$ cat src/rtl/psc_defs.vh
`ifndef PSC_DEFS_VH
`define PSC_DEFS_VH
// ***********************************************************
// register map
// ***********************************************************
`define PSC_OVR_OFFSET 8'h5E
`define PSC_OVR_RESET 8'hFF
`define PSC_OVR_DOCP 0
`define PSC_OVR_AOCP 1
`define PSC_OVR_LCF 2
`define PSC_OVR_VBOOT 3
`define PSC_OVR_TON 4
`define PSC_OVR_MODE 5
`define PSC_OVR_FOVP 6
`define PSC_OVR_ROVP 7
// ***********************************************************
// units: frequency kHz, voltages mV
// ***********************************************************
`define PSC_FREQ_STEP_KHZ 12'd200
`define PSC_FREQ_MIN_KHZ 12'd400
`define PSC_FREQ_MAX_KHZ 12'd2000
`define PSC_FREQ_BAN_KHZ 12'd1600
`define PSC_VCMD_MIN_1X 13'd250
`define PSC_VCMD_MAX_1X 13'd2560
`define PSC_VCMD_MIN_2X 13'd500
`define PSC_VCMD_MAX_2X 13'd5120
`define PSC_VCMD_RESET 13'h0000
// power-good fractions in sixteenths: 15/16=93.75%, 13/16=81.25%
`define PSC_PG_ON_NUM 5'd15
`define PSC_PG_OFF_NUM 5'd13
`define PSC_PG_SHIFT 4
// default per-bin mode: 1 continuous, 0 diode emulation
`define PSC_MODE_MAP 16'h6004
`endif

$ cat src/rtl/psc_strap_decoder.v
`timescale 1ns/1ps
`include "psc_defs.vh"
// Summary of operation
// - override bit clear selects strap value
// - strapless variant: bus values, voltage from bus command (zero after reset)
// - frequency bin maps to fixed kHz table
// - frequency 400-2000 kHz, 200 grid, no 1600
// - frequency bin also selects conduction mode
// - boot voltage table at scale 1:1
// - relative and fixed OVP at scale 1:1
// - boot voltage table at scale 1:2
// - relative and fixed OVP at scale 1:2
// - power-good thresholds 93.75% and 81.25%
// - max voltage from strap relative OVP
// - command voltage range limited per scale
// - current-limit bin selects threshold, zero
module psc_strap_decoder #(
    parameter [15:0] MODE_MAP = `PSC_MODE_MAP,
    parameter STRAP_ENABLE = 1
) (
    input wire CLK_I,
    input wire RESETN_I,
    input wire CE_I,
    input wire [3:0] FREQ_BIN_I,
    input wire [3:0] VBT_BIN_I,
    input wire [3:0] ILIM_BIN_I,
    input wire BIN_VALID_I,
    input wire SCALE_2X_I,
    input wire REG_WR_I,
    input wire REG_RD_I,
    input wire [7:0] REG_ADDR_I,
    input wire [7:0] REG_WDATA_I,
    output reg [7:0] REG_RDATA_O,
    input wire [11:0] BUS_FREQ_KHZ_I,
    input wire BUS_CCM_I,
    input wire BUS_VCMD_WR_I,
    input wire [12:0] BUS_VCMD_MV_I,
    input wire [12:0] BUS_ROVP_MV_I,
    input wire [12:0] BUS_FOVP_MV_I,
    input wire [12:0] BUS_PG_ON_MV_I,
    input wire [12:0] BUS_PG_OFF_MV_I,
    input wire [12:0] BUS_VOUT_MAX_MV_I,
    input wire [3:0] BUS_DOCP_SEL_I,
    input wire [3:0] BUS_AOCP_SEL_I,
    input wire [3:0] BUS_LCF_SEL_I,
    output reg STRAP_LATCHED_O,
    output reg [11:0] FREQ_KHZ_O,
    output reg CCM_O,
    output reg [12:0] VOUT_MV_O,
    output reg [12:0] ROVP_MV_O,
    output reg [12:0] FOVP_MV_O,
    output reg [12:0] PG_ON_MV_O,
    output reg [12:0] PG_OFF_MV_O,
    output reg [12:0] VOUT_MAX_MV_O,
    output reg [3:0] DOCP_SEL_O,
    output reg [3:0] AOCP_SEL_O,
    output reg [3:0] LCF_SEL_O,
    output reg VCMD_REJECT_O
);
    // ***********************************************************
    // pin synchronisers
    // ***********************************************************
    reg [12:0] sync1_ff;
    reg [12:0] sync2_ff;
    always @(posedge CLK_I or negedge RESETN_I) begin
        if (!RESETN_I) begin
            sync1_ff <= 13'h0000;
            sync2_ff <= 13'h0000;
        end else if (CE_I) begin
            sync1_ff <= {BIN_VALID_I, ILIM_BIN_I, VBT_BIN_I, FREQ_BIN_I};
            sync2_ff <= sync1_ff;
        end
    end
    // ***********************************************************
    // one-time strap capture
    // ***********************************************************
    reg latched_ff;
    reg [3:0] freq_bin_ff;
    reg [3:0] vbt_bin_ff;
    reg [3:0] ilim_bin_ff;
    always @(posedge CLK_I or negedge RESETN_I) begin
        if (!RESETN_I) begin
            latched_ff <= 1'b0;
            freq_bin_ff <= 4'h0;
            vbt_bin_ff <= 4'h0;
            ilim_bin_ff <= 4'h0;
        end else if (CE_I && !latched_ff && sync2_ff[12]) begin
            latched_ff <= 1'b1;
            freq_bin_ff <= sync2_ff[3:0];
            vbt_bin_ff <= sync2_ff[7:4];
            ilim_bin_ff <= sync2_ff[11:8];
        end
    end
    // ***********************************************************
    // override register
    // ***********************************************************
    reg [7:0] ovr_ff;
    wire ovr_hit;
    assign ovr_hit = (REG_ADDR_I == `PSC_OVR_OFFSET);
    always @(posedge CLK_I or negedge RESETN_I) begin
        if (!RESETN_I) begin
            ovr_ff <= `PSC_OVR_RESET;
        end else if (CE_I && REG_WR_I && ovr_hit) begin
            ovr_ff <= REG_WDATA_I;
        end
    end
    always @(posedge CLK_I or negedge RESETN_I) begin
        if (!RESETN_I) begin
            REG_RDATA_O <= 8'h00;
        end else if (CE_I && REG_RD_I) begin
            REG_RDATA_O <= ovr_hit ? ovr_ff : 8'h00;
        end
    end
    // strap usable only on strap variant after capture
    wire strap_ok;
    assign strap_ok = (STRAP_ENABLE != 0) && latched_ff;
    wire [7:0] use_strap;
    assign use_strap = strap_ok ? ~ovr_ff : 8'h00;
    // ***********************************************************
    // lookup
    // ***********************************************************
    wire [11:0] t_freq;
    wire [12:0] t_vboot;
    wire [12:0] t_rovp;
    wire [12:0] t_fovp;
    psc_strap_table u_table (
        .freq_bin_i(freq_bin_ff),
        .vbt_bin_i(vbt_bin_ff),
        .scale_2x_i(SCALE_2X_I),
        .freq_khz_o(t_freq),
        .vboot_mv_o(t_vboot),
        .rovp_mv_o(t_rovp),
        .fovp_mv_o(t_fovp)
    );
    // ***********************************************************
    // commanded voltage
    // ***********************************************************
    reg [12:0] vcmd_ff;
    wire [12:0] vmin;
    wire [12:0] vmax;
    wire vcmd_ok;
    assign vmin = SCALE_2X_I ? `PSC_VCMD_MIN_2X : `PSC_VCMD_MIN_1X;
    assign vmax = SCALE_2X_I ? `PSC_VCMD_MAX_2X : `PSC_VCMD_MAX_1X;
    assign vcmd_ok = (BUS_VCMD_MV_I >= vmin) && (BUS_VCMD_MV_I <= vmax);
    always @(posedge CLK_I or negedge RESETN_I) begin
        if (!RESETN_I) begin
            vcmd_ff <= `PSC_VCMD_RESET;
            VCMD_REJECT_O <= 1'b0;
        end else if (CE_I) begin
            VCMD_REJECT_O <= BUS_VCMD_WR_I && !vcmd_ok;
            if (BUS_VCMD_WR_I && vcmd_ok) begin
                vcmd_ff <= BUS_VCMD_MV_I;
            end
        end
    end
    // ***********************************************************
    // selection
    // ***********************************************************
    wire [16:0] pg_on_p;
    wire [16:0] pg_off_p;
    wire [16:0] pg_on_s;
    wire [16:0] pg_off_s;
    assign pg_on_p = t_vboot * `PSC_PG_ON_NUM;
    assign pg_off_p = t_vboot * `PSC_PG_OFF_NUM;
    assign pg_on_s = pg_on_p >> `PSC_PG_SHIFT;
    assign pg_off_s = pg_off_p >> `PSC_PG_SHIFT;
    wire freq_ok;
    assign freq_ok = (t_freq >= `PSC_FREQ_MIN_KHZ) &&
        (t_freq <= `PSC_FREQ_MAX_KHZ) &&
        (t_freq % `PSC_FREQ_STEP_KHZ == 12'd0) &&
        (t_freq != `PSC_FREQ_BAN_KHZ);
    reg [11:0] nxt_freq;
    reg nxt_ccm;
    reg [12:0] nxt_vout;
    reg [12:0] nxt_rovp;
    reg [12:0] nxt_fovp;
    reg [12:0] nxt_pg_on;
    reg [12:0] nxt_pg_off;
    reg [12:0] nxt_vmax;
    reg [3:0] nxt_docp;
    reg [3:0] nxt_aocp;
    reg [3:0] nxt_lcf;
    always @* begin
        nxt_freq = BUS_FREQ_KHZ_I;
        if (use_strap[`PSC_OVR_TON] && freq_ok) begin
            nxt_freq = t_freq;
        end
        nxt_ccm = use_strap[`PSC_OVR_MODE] ?
            MODE_MAP[freq_bin_ff] : BUS_CCM_I;
        nxt_vout = vcmd_ff;
        nxt_pg_on = BUS_PG_ON_MV_I;
        nxt_pg_off = BUS_PG_OFF_MV_I;
        nxt_vmax = BUS_VOUT_MAX_MV_I;
        if (use_strap[`PSC_OVR_VBOOT]) begin
            nxt_vout = t_vboot;
            nxt_pg_on = pg_on_s[12:0];
            nxt_pg_off = pg_off_s[12:0];
            nxt_vmax = t_rovp;
        end
        nxt_rovp = use_strap[`PSC_OVR_ROVP] ?
            t_rovp : BUS_ROVP_MV_I;
        nxt_fovp = use_strap[`PSC_OVR_FOVP] ?
            t_fovp : BUS_FOVP_MV_I;
        nxt_docp = use_strap[`PSC_OVR_DOCP] ?
            ilim_bin_ff : BUS_DOCP_SEL_I;
        nxt_aocp = use_strap[`PSC_OVR_AOCP] ?
            ilim_bin_ff : BUS_AOCP_SEL_I;
        nxt_lcf = use_strap[`PSC_OVR_LCF] ?
            ilim_bin_ff : BUS_LCF_SEL_I;
    end
    always @(posedge CLK_I or negedge RESETN_I) begin
        if (!RESETN_I) begin
            STRAP_LATCHED_O <= 1'b0;
            FREQ_KHZ_O <= 12'h000;
            CCM_O <= 1'b0;
            VOUT_MV_O <= 13'h0000;
            ROVP_MV_O <= 13'h0000;
            FOVP_MV_O <= 13'h0000;
            PG_ON_MV_O <= 13'h0000;
            PG_OFF_MV_O <= 13'h0000;
            VOUT_MAX_MV_O <= 13'h0000;
            DOCP_SEL_O <= 4'h0;
            AOCP_SEL_O <= 4'h0;
            LCF_SEL_O <= 4'h0;
        end else if (CE_I) begin
            STRAP_LATCHED_O <= latched_ff;
            FREQ_KHZ_O <= nxt_freq;
            CCM_O <= nxt_ccm;
            VOUT_MV_O <= nxt_vout;
            ROVP_MV_O <= nxt_rovp;
            FOVP_MV_O <= nxt_fovp;
            PG_ON_MV_O <= nxt_pg_on;
            PG_OFF_MV_O <= nxt_pg_off;
            VOUT_MAX_MV_O <= nxt_vmax;
            DOCP_SEL_O <= nxt_docp;
            AOCP_SEL_O <= nxt_aocp;
            LCF_SEL_O <= nxt_lcf;
        end
    end
endmodule // psc_strap_decoder

$ cat src/rtl/psc_strap_table.v
`timescale 1ns/1ps
`include "psc_defs.vh"
// ***********************************************************
// bin to setting lookup
// ***********************************************************
module psc_strap_table (
    input wire [3:0] freq_bin_i,
    input wire [3:0] vbt_bin_i,
    input wire scale_2x_i,
    output reg [11:0] freq_khz_o,
    output reg [12:0] vboot_mv_o,
    output reg [12:0] rovp_mv_o,
    output reg [12:0] fovp_mv_o
);
    always @* begin
        case (freq_bin_i)
            4'h0: freq_khz_o = 12'd600;
            4'h1: freq_khz_o = 12'd1000;
            4'h2: freq_khz_o = 12'd1400;
            4'h3: freq_khz_o = 12'd2000;
            4'h4: freq_khz_o = 12'd1200;
            4'h5: freq_khz_o = 12'd1400;
            4'h6: freq_khz_o = 12'd1800;
            4'h7: freq_khz_o = 12'd2000;
            4'h8: freq_khz_o = 12'd400;
            4'h9: freq_khz_o = 12'd600;
            4'hA: freq_khz_o = 12'd800;
            4'hB: freq_khz_o = 12'd1000;
            4'hC: freq_khz_o = 12'd400;
            4'hD: freq_khz_o = 12'd1800;
            4'hE: freq_khz_o = 12'd1200;
            default: freq_khz_o = 12'd800;
        endcase
    end
    always @* begin
        if (!scale_2x_i) begin
            case (vbt_bin_i)
                4'h0: vboot_mv_o = 13'd400;
                4'h1: vboot_mv_o = 13'd500;
                4'h2: vboot_mv_o = 13'd600;
                4'h3: vboot_mv_o = 13'd700;
                4'h4: vboot_mv_o = 13'd800;
                4'h5: vboot_mv_o = 13'd900;
                4'h6: vboot_mv_o = 13'd1000;
                4'h7: vboot_mv_o = 13'd1050;
                4'h8: vboot_mv_o = 13'd1100;
                4'h9: vboot_mv_o = 13'd1200;
                4'hA: vboot_mv_o = 13'd1250;
                4'hB: vboot_mv_o = 13'd1350;
                4'hC: vboot_mv_o = 13'd1500;
                4'hD: vboot_mv_o = 13'd1650;
                4'hE: vboot_mv_o = 13'd1800;
                default: vboot_mv_o = 13'd2500;
            endcase
            case (vbt_bin_i)
                4'h0, 4'h1, 4'h2, 4'h3: rovp_mv_o = 13'd150;
                4'hA, 4'hB: rovp_mv_o = 13'd250;
                4'hC, 4'hD, 4'hE, 4'hF: rovp_mv_o = 13'd300;
                default: rovp_mv_o = 13'd200;
            endcase
            case (vbt_bin_i)
                4'h0: fovp_mv_o = 13'd800;
                4'h1, 4'h2: fovp_mv_o = 13'd1000;
                4'h3, 4'h4, 4'h5: fovp_mv_o = 13'd1200;
                4'h6, 4'h7, 4'h8: fovp_mv_o = 13'd1350;
                4'h9: fovp_mv_o = 13'd1500;
                4'hA, 4'hB: fovp_mv_o = 13'd1800;
                4'hC, 4'hD, 4'hE: fovp_mv_o = 13'd2200;
                default: fovp_mv_o = 13'd2850;
            endcase
        end else begin
            case (vbt_bin_i)
                4'h0: vboot_mv_o = 13'd800;
                4'h1: vboot_mv_o = 13'd1000;
                4'h2: vboot_mv_o = 13'd1200;
                4'h3: vboot_mv_o = 13'd1400;
                4'h4: vboot_mv_o = 13'd1600;
                4'h5: vboot_mv_o = 13'd1800;
                4'h6: vboot_mv_o = 13'd2000;
                4'h7: vboot_mv_o = 13'd2100;
                4'h8: vboot_mv_o = 13'd2200;
                4'h9: vboot_mv_o = 13'd2400;
                4'hA: vboot_mv_o = 13'd2500;
                4'hB: vboot_mv_o = 13'd2700;
                4'hC: vboot_mv_o = 13'd3000;
                4'hD: vboot_mv_o = 13'd3300;
                4'hE: vboot_mv_o = 13'd3600;
                default: vboot_mv_o = 13'd5000;
            endcase
            case (vbt_bin_i)
                4'h0, 4'h1, 4'h2: rovp_mv_o = 13'd200;
                default: rovp_mv_o = 13'd300;
            endcase
            case (vbt_bin_i)
                4'h0, 4'h1, 4'h2: fovp_mv_o = 13'd1600;
                4'h3: fovp_mv_o = 13'd2000;
                4'h4, 4'h5: fovp_mv_o = 13'd2400;
                4'h6, 4'h7, 4'h8: fovp_mv_o = 13'd2700;
                4'h9, 4'hA: fovp_mv_o = 13'd3000;
                4'hB, 4'hC: fovp_mv_o = 13'd3600;
                4'hD, 4'hE: fovp_mv_o = 13'd4400;
                default: fovp_mv_o = 13'd5700;
            endcase
        end
    end
endmodule // psc_strap_table

$ cat config.mk
export PLATFORM = sky130hd
export DESIGN_NAME = psc_strap_decoder
export DESIGN_NICKNAME = d
export VERILOG_FILES = /design/src/rtl/psc_strap_decoder.v /design/src/rtl/psc_strap_table.v
export VERILOG_INCLUDE_DIRS = /design/src /design/src/rtl
export SDC_FILE = /design/constraint.sdc
export NUM_CORES = 1
export LEC_CHECK = 0
export BUFFER_PORTS_ARGS = -buffer_cell sky130_fd_sc_hd__buf_2
export CAP_MARGIN = 20
export CELL_PAD_IN_SITES_DETAIL_PLACEMENT = 1
export CELL_PAD_IN_SITES_GLOBAL_PLACEMENT = 2
export CORE_ASPECT_RATIO = 1.1
export CORE_UTILIZATION = 37
export CTS_BUF_LIST = sky130_fd_sc_hd__clkbuf_8
export CTS_CLUSTER_SIZE = 16
export DETAILED_ROUTE_END_ITERATION = 12
export PLACE_DENSITY_LB_ADDON = 0.1
export SETUP_SLACK_MARGIN = 0.2
export SLEW_MARGIN = 20
export SYNTH_ARGS = -nofsm -noshare
export SYNTH_HDL_FRONTEND = slang
export SYNTH_SLANG_ARGS = --single-unit
$ cat constraint.sdc
create_clock -name CLK_I -period 13.69 [get_ports CLK_I]
set_input_delay 0 -clock CLK_I [delete_from_list [all_inputs] [get_ports CLK_I]]
set_output_delay 0 -clock CLK_I [all_outputs]
set_load 0.01 [all_outputs]
-- Word-level counts from Yosys, hierarchy flattened
Memory sizes are Yosys's and may differ from the RTL's.
Index checks and enable logic that the tools add are counted.
- register bits after elaboration: 173
- ROM bits: 976
- input bits: 139
- output and inout port bits: 113
- logic and storage cells: 80
- memories kept: 7
- multipliers: 2
- divide/modulo/power cells: 1
- order comparisons: 5
- equal/unequal tests: 4
- muxes and demuxes: 20
- bitwise gates (word level): 1
- reductions and logical operators: 18
- memory list (memory ; words ; width ; read ports ; clocked after memory_dff ; wr ports ; RTL line ; source):
    (no name shown) ; 16 ; 11 ; 1 ; 0 ; 0 ; psc_strap_table.v:37 ; case (vbt_bin_i)
    (no name shown) ; 16 ; 11 ; 1 ; 0 ; 0 ; psc_strap_table.v:61 ; case (vbt_bin_i)
    (no name shown) ; 16 ; 11 ; 1 ; 0 ; 0 ; psc_strap_table.v:72 ; case (vbt_bin_i)
    (no name shown) ; 16 ; 11 ; 1 ; 0 ; 0 ; psc_strap_table.v:94 ; case (vbt_bin_i)
    (no name shown) ; 16 ; 8 ; 1 ; 0 ; 0 ; psc_strap_table.v:55 ; case (vbt_bin_i)
    (no name shown) ; 16 ; 8 ; 1 ; 0 ; 0 ; psc_strap_table.v:16 ; case (freq_bin_i)
    +1 memories ; -- ; -- ; -- ; -- ; -- ; -- ;
- operators with widths (kind ; number):
    13-bit two-way mux ; 10
    13-bit by 4-bit multiplier with 17-bit output, second input constant ; 2
    9-bit two-way mux ; 2
    8-bit two-way mux ; 2
    13-bit by 9-bit greater-or-equal comparator with 1-bit output ; 1
    13-bit <= comparator ; 1
    12-bit by 9-bit greater-or-equal comparator with 1-bit output, second input constant ; 1
    12-bit by 11-bit <= comparator with 1-bit output, second input constant ; 1
    1-bit logical AND ; 12
    12-bit zero test ; 1
    12-bit by 8-bit modulo with 12-bit output, second input constant ; 1
    12-bit two-way mux ; 1
    4-bit two-way mux ; 3
    12-bit by 11-bit inequality test with 1-bit output, second input constant ; 1
    8-bit by 7-bit == test with 1-bit output, second input constant ; 1
    8-bit inverter ; 1
    4-bit by 5-bit < comparator with 1-bit output, second input constant ; 1
    4-bit by 1-bit == test with 1-bit output, second input constant ; 1
    4-bit by 2-bit == test with 1-bit output, second input constant ; 1
    4-bit zero test ; 1
    3-bit OR reduction ; 1
    1-bit zero test ; 2
    1-bit two-way mux ; 2
    2-bit AND reduction ; 1

-- Longest topological paths before layout
An unclocked memory read counts as a cell.
- word-level depth: 7
- mapped depth: 26
- depth with buffers taken out: 24

-- Hierarchy
From an unflattened synthesis, not the netlist that was laid out.
- cell total of the unflattened synthesis: 1304
- area, all modules: 11961.5 sq um
- by module, submodules not included (module ; instances ; cells an instance ; area an instance (sq um) ; sequential area each (sq um)):
    psc_strap_decoder ; 1 ; 1095 ; 10631.4 ; 4339.2
    psc_strap_table ; 1 ; 209 ; 1330.0 ; 0.0

-- Worst setup path after synthesis
OpenSTA, ideal clock, no wires.
- kind: register -> register
- start: reg vbt_bin_ff[1]
- end: reg PG_ON_MV_O[12]
- library setup time: 0.077 ns
- arrival time: 5.305 ns
- required time: 13.613 ns
- slack: 8.307 ns
- stages on the path, launching flop included: 25
- path buffers: 2
- period minus slack after synthesis: 5.383 ns
- cells stage by stage: dfrtp_1 -> clkbuf_1 -> inv_1 -> ha_1 -> clkbuf_1 -> a21oi_1 -> mux2i_1 -> inv_1 -> fa_1 -> inv_1 -> fa_1 -> inv_1 -> ha_1 -> a21o_1 -> a21oi_1 -> o21bai_1 -> a21oi_1 -> o21bai_1 -> a21oi_1 -> o21bai_1 -> a2111o_1 -> a41oi_1 -> xnor2_1 -> nand2_1 -> a21oi_1
- longest elaborated chain between the ends: 4
- elaborated cells on any way between the ends: 5
- classes of those cells: mul: 1; mux: 2; memory: 2
- ends and longest elaborated chain (item ; RTL line ; source):
    start, declared ; psc_strap_decoder.v:79 ; reg [3:0] vbt_bin_ff;
    start signal, assigned ; psc_strap_decoder.v:90 ; vbt_bin_ff <= sync2_ff[7:4];
    memory 16 x 11 bit (on tied branches) ; -- ;
    13-bit two-way mux * ; psc_strap_table.v:36 ; if (!scale_2x_i) begin
    13-bit by 4-bit multiplier with 17-bit output (no source line) * ; -- ;
    13-bit two-way mux * ; psc_strap_decoder.v:194 ; if (use_strap[`PSC_OVR_VBOOT]) begin
    end signal, assigned ; psc_strap_decoder.v:232 ; PG_ON_MV_O <= nxt_pg_on;
    end, declared ; psc_strap_decoder.v:52 ; output reg [12:0] PG_ON_MV_O,
Mark *: on every way between the ends. The rest lies on a longest branch, timed or not.
A chain may end at the register's enable or synchronous reset.

-- Worst setup path in the final report
- start: reg freq_bin_ff[0]
- end: reg FREQ_KHZ_O[3]
- longest elaborated chain between the ends: 7
- elaborated cells on any way between the ends: 11
- classes of those cells: div: 1; order compare: 2; eq/ne: 1; mux: 1; reduce/logical: 5; memory: 1
- ends and longest elaborated chain (item ; RTL line ; source):
    start, declared ; psc_strap_decoder.v:78 ; reg [3:0] freq_bin_ff;
    start signal, assigned ; psc_strap_decoder.v:89 ; freq_bin_ff <= sync2_ff[3:0];
    memory 16 x 8 bit * ; -- ;
    12-bit by 8-bit modulo with 12-bit output (no source line), or another cell as far along ; -- ;
    12-bit zero test or 1-bit logical AND (tied branches) ; psc_strap_decoder.v:170, psc_strap_decoder.v:168 ;
    1-bit logical AND (2 in a row) ; psc_strap_decoder.v:168 ; assign freq_ok = (t_freq >= `PSC_FREQ_MIN_KHZ) &&
    1-bit logical AND ; psc_strap_decoder.v:185 ; if (use_strap[`PSC_OVR_TON] && freq_ok) begin
    12-bit two-way mux * ; psc_strap_decoder.v:185 ;
    end signal, assigned ; psc_strap_decoder.v:227 ; FREQ_KHZ_O <= nxt_freq;
    end, declared ; psc_strap_decoder.v:47 ; output reg [11:0] FREQ_KHZ_O,
Marks and branches as above.

==> run summary <==
worst-margin pin slew -> 981 ps
Synth cell types -> 90
Crit Path Max Fanout -> 16
critical path depth -> 23
CP Launch Point -> freq_bin_ff[0]$_DFFE_PN0P_
Final Hold Violating Endpoints -> 0
Placed Area -> 13200 um2
Max Cap Viol -> 0
Syn Nets -> 1503
routed wire length -> 37400 um
post-route ant nets -> 0
Die ar. -> 32500 um2
Routability Congestion -> 0.860
post-route cell area -> 15000 um2
grt ovf -> 0
CP endpoint -> FREQ_KHZ_O[3]$_DFFE_PN0P_
Vias -> 10600
setup_tns -> 0 ps
Main synth FF type -> dfrtp_1
slowest cell delay on critical path -> 770 ps
YS warnings -> 0
CP arrival -> 6520 ps
num ports -> 252
Port Buffers -> 251
Wirelength per Cell -> 18.4 um
core area -> 31300 um2
number of global-route vias before repair -> 11000
clock-pin slew on the worst setup and hold paths -> 110 ps
fraction of registers with async set/reset -> 100%
CTS tree -> built
share of cells above drive strength 1 -> 25.9%
area leader, netlist -> dfrtp_1
crit path launch type -> register
R2R Path Start -> freq_bin_ff[0]$_DFFE_PN0P_
status -> finished, final reports clean
DR vias/cell -> 5.20
Reg area -> 4340 um2
Worst R2R End -> FREQ_KHZ_O[3]$_DFFE_PN0P_
Seq/Total Area, Yosys -> 36.9%
Final setup viols -> 0
worst-path cell with the longest stage delay -> or4b_1
Setup crit end kind -> register
Achievable Freq -> 162 MHz
Initial Util -> 37.6%
Mapped Cells -> 1263
register bit total from synthesis -> 173
Clock Latency Late Sink -> 500 ps
initial antenna violation count -> 1
net total in the final layout -> 1840
Die Height -> 189 um
# DRC -> 0
Layout area overhead -> 27.5%
Slew HR -> 34.6%
htree depth -> 4
synthesized area per cell -> 9.32 um2
chip width -> 172 um
Post-synth EDFFs -> 0
CTS Buf Count -> 17
top-count cell post-synth -> dfrtp_1
Final Cycle Share -> 45.0%
Site Rows -> 68
Clock Tree Buf Depth -> 2
Clock Skew -> 21.6 ps
Post-synth top cells -> 165 x dfrtp_1, 134 x a21oi_1, 129 x nor2_1, 108 x nand2_1, 97 x inv_1
Post-CTS Setup Bufs -> 0
GRT Total Usage -> 23.8%
Max Transition Viols Final -> 0
WP buf/inv -> 3
Req. time, crit path -> 14060 ps
1st-pass router iterations -> 4
fill cell count -> 3723
Hold Path Class -> in -> async
WS Path Type -> reg -> reg
shortest period the worst path allows -> 6150 ps
largest net degree at the start of global routing -> 83
Syn Std Cell Area -> 11800 um2
Root Driver -> clkbuf_8
drt initial violations -> 446
first-pass GRT wire length -> 60000 um
kind of cell adding the most delay to the critical path -> simple AND/OR/NAND/NOR gates
post-synth top area share -> 35.1%
multi-input logic area -> 6630 um2
number of clock sinks -> 173
crit-path cells -> inv_1 > ha_1 > and4bb_1 > a211o_1 > ha_1 > a32oi_1 > a32oi_1 > mux2i_1 > o21ai_4 > inv_1 > ha_1 > nand2_1 > nand2_1 > nor3_1 > o21ai_0 > xnor2_1 > ha_1 > inv_1 > o2111ai_1 > o31ai_1 > or4b_1 > nor2_1 > o211ai_1
Most common cell on crit path -> ha_1
RSZ-0062 raised after global routing -> false
dpl hpwl -> 26400 um
worst reg2reg path depth -> 23
register-to-register setup slack -> 7540 ps
Synth area leaders -> dfrtp_1 35%, ha_1 7.5%, mux2_2 7.3%
## area by class of cell
class | count | share of cell area [%]
Multi-Input combinational cell | 907 | 44.2
Sequential cell | 173 | 28.9
Timing Repair Buffer | 400 | 18.2
Tap cell | 420 | 3.50
Inverter | 101 | 2.56
Clock buffer | 18 | 1.65
Clock inverter | 14 | 1.05
Antenna cell | 1 | 0.0167
## registers in the layout (all words and copies together) (netlist names), 12 cells and up
register / cells
FREQ_KHZ_O: 12
PG_OFF_MV_O: 13
ROVP_MV_O: 13
FOVP_MV_O: 13
PG_ON_MV_O: 13
vcmd_ff: 13
VOUT_MAX_MV_O: 13
VOUT_MV_O: 13
sync1_ff: 13
sync2_ff: 13
## routing by layer
metal	track usage [%]	wire, um	vias to the layer above
met5	0	0	-
met4	6.71	668	0
met3	3.55	1340	41
met2	39.3	18000	240
met1	32.0	17400	5214
li1	-	-	5072
## cells in the final DEF, fill, tap and decap left out, types with 5 or more instances in the layout
cell and count:
buf_2 249, nor3_1 12, or3_1 5, o211ai_1 5, ha_1 71, fa_1 30
or4_1 7, xnor2_1 22, clkbuf_8 19, inv_1 98, and3_1 7, a31oi_1 22
a21oi_1 134, o21bai_1 18, nand2_1 108, nand2b_1 7, dlygate4sd3_1 136, nor2_1 129
mux2_2 76, nand3_1 33, a211oi_1 14, a21o_1 12, dfstp_2 8, nor2b_1 10
o2bb2ai_1 11, buf_4 13, o21ai_0 58, mux2i_1 24, dfrtp_1 165
## how the worst min path moves through the flow
stage                                 to  slack (ps)  cells past startpoint
2_1_floorplan  AOCP_SEL_O[0]$_DFFE_PN0P_        -300                      0
3_3_place_gp   PG_ON_MV_O[3]$_DFFE_PN0P_        -0.6                      1
3_5_place_dp   PG_ON_MV_O[5]$_DFFE_PN0P_          -3                      1
4_1_cts        PG_ON_MV_O[2]$_DFFE_PN0P_         0.6                      2
5_1_grt         LCF_SEL_O[3]$_DFFE_PN0P_          50                      2
6_report       PG_ON_MV_O[5]$_DFFE_PN0P_          30                      2
## what timing repair did
action,4_1_cts,5_1_grt
endpoints found under the hold margin,185,0
hold buffers,136,0
resized for setup,0,0
## metrics by stage
stage	hold WS, ps	cells	utilization [%]	worst slack [ps]
after detailed placement	-2.97	1865	42.3	7650
after global placement	-0.599	1865	42.3	7770
final	25.5	2034	48.0	7540
after global routing	52.7	2034	48.0	7010
after CTS	0.552	2033	48.0	7590
after floorplan	-296	1263	-	8310
## kinds of logic (layout without fill, tap and decap cells)
family,after synthesis,after routing,share of synthesized area [%]
other,0,1,0
adder cells (fa/ha/maj),101,101,12.6
AND/OR/NAND/NOR,344,344,13.1
multiplexers,103,103,9.90
buffers and inverters,183,533,6.89
AO/OA/AOI/OAI,333,333,18.6
flip-flops,173,173,36.9
XOR/XNOR,26,26,1.93
Power is not shown: default switching activity piles up to over one toggle a cycle in this logic, so the estimate is an artifact.
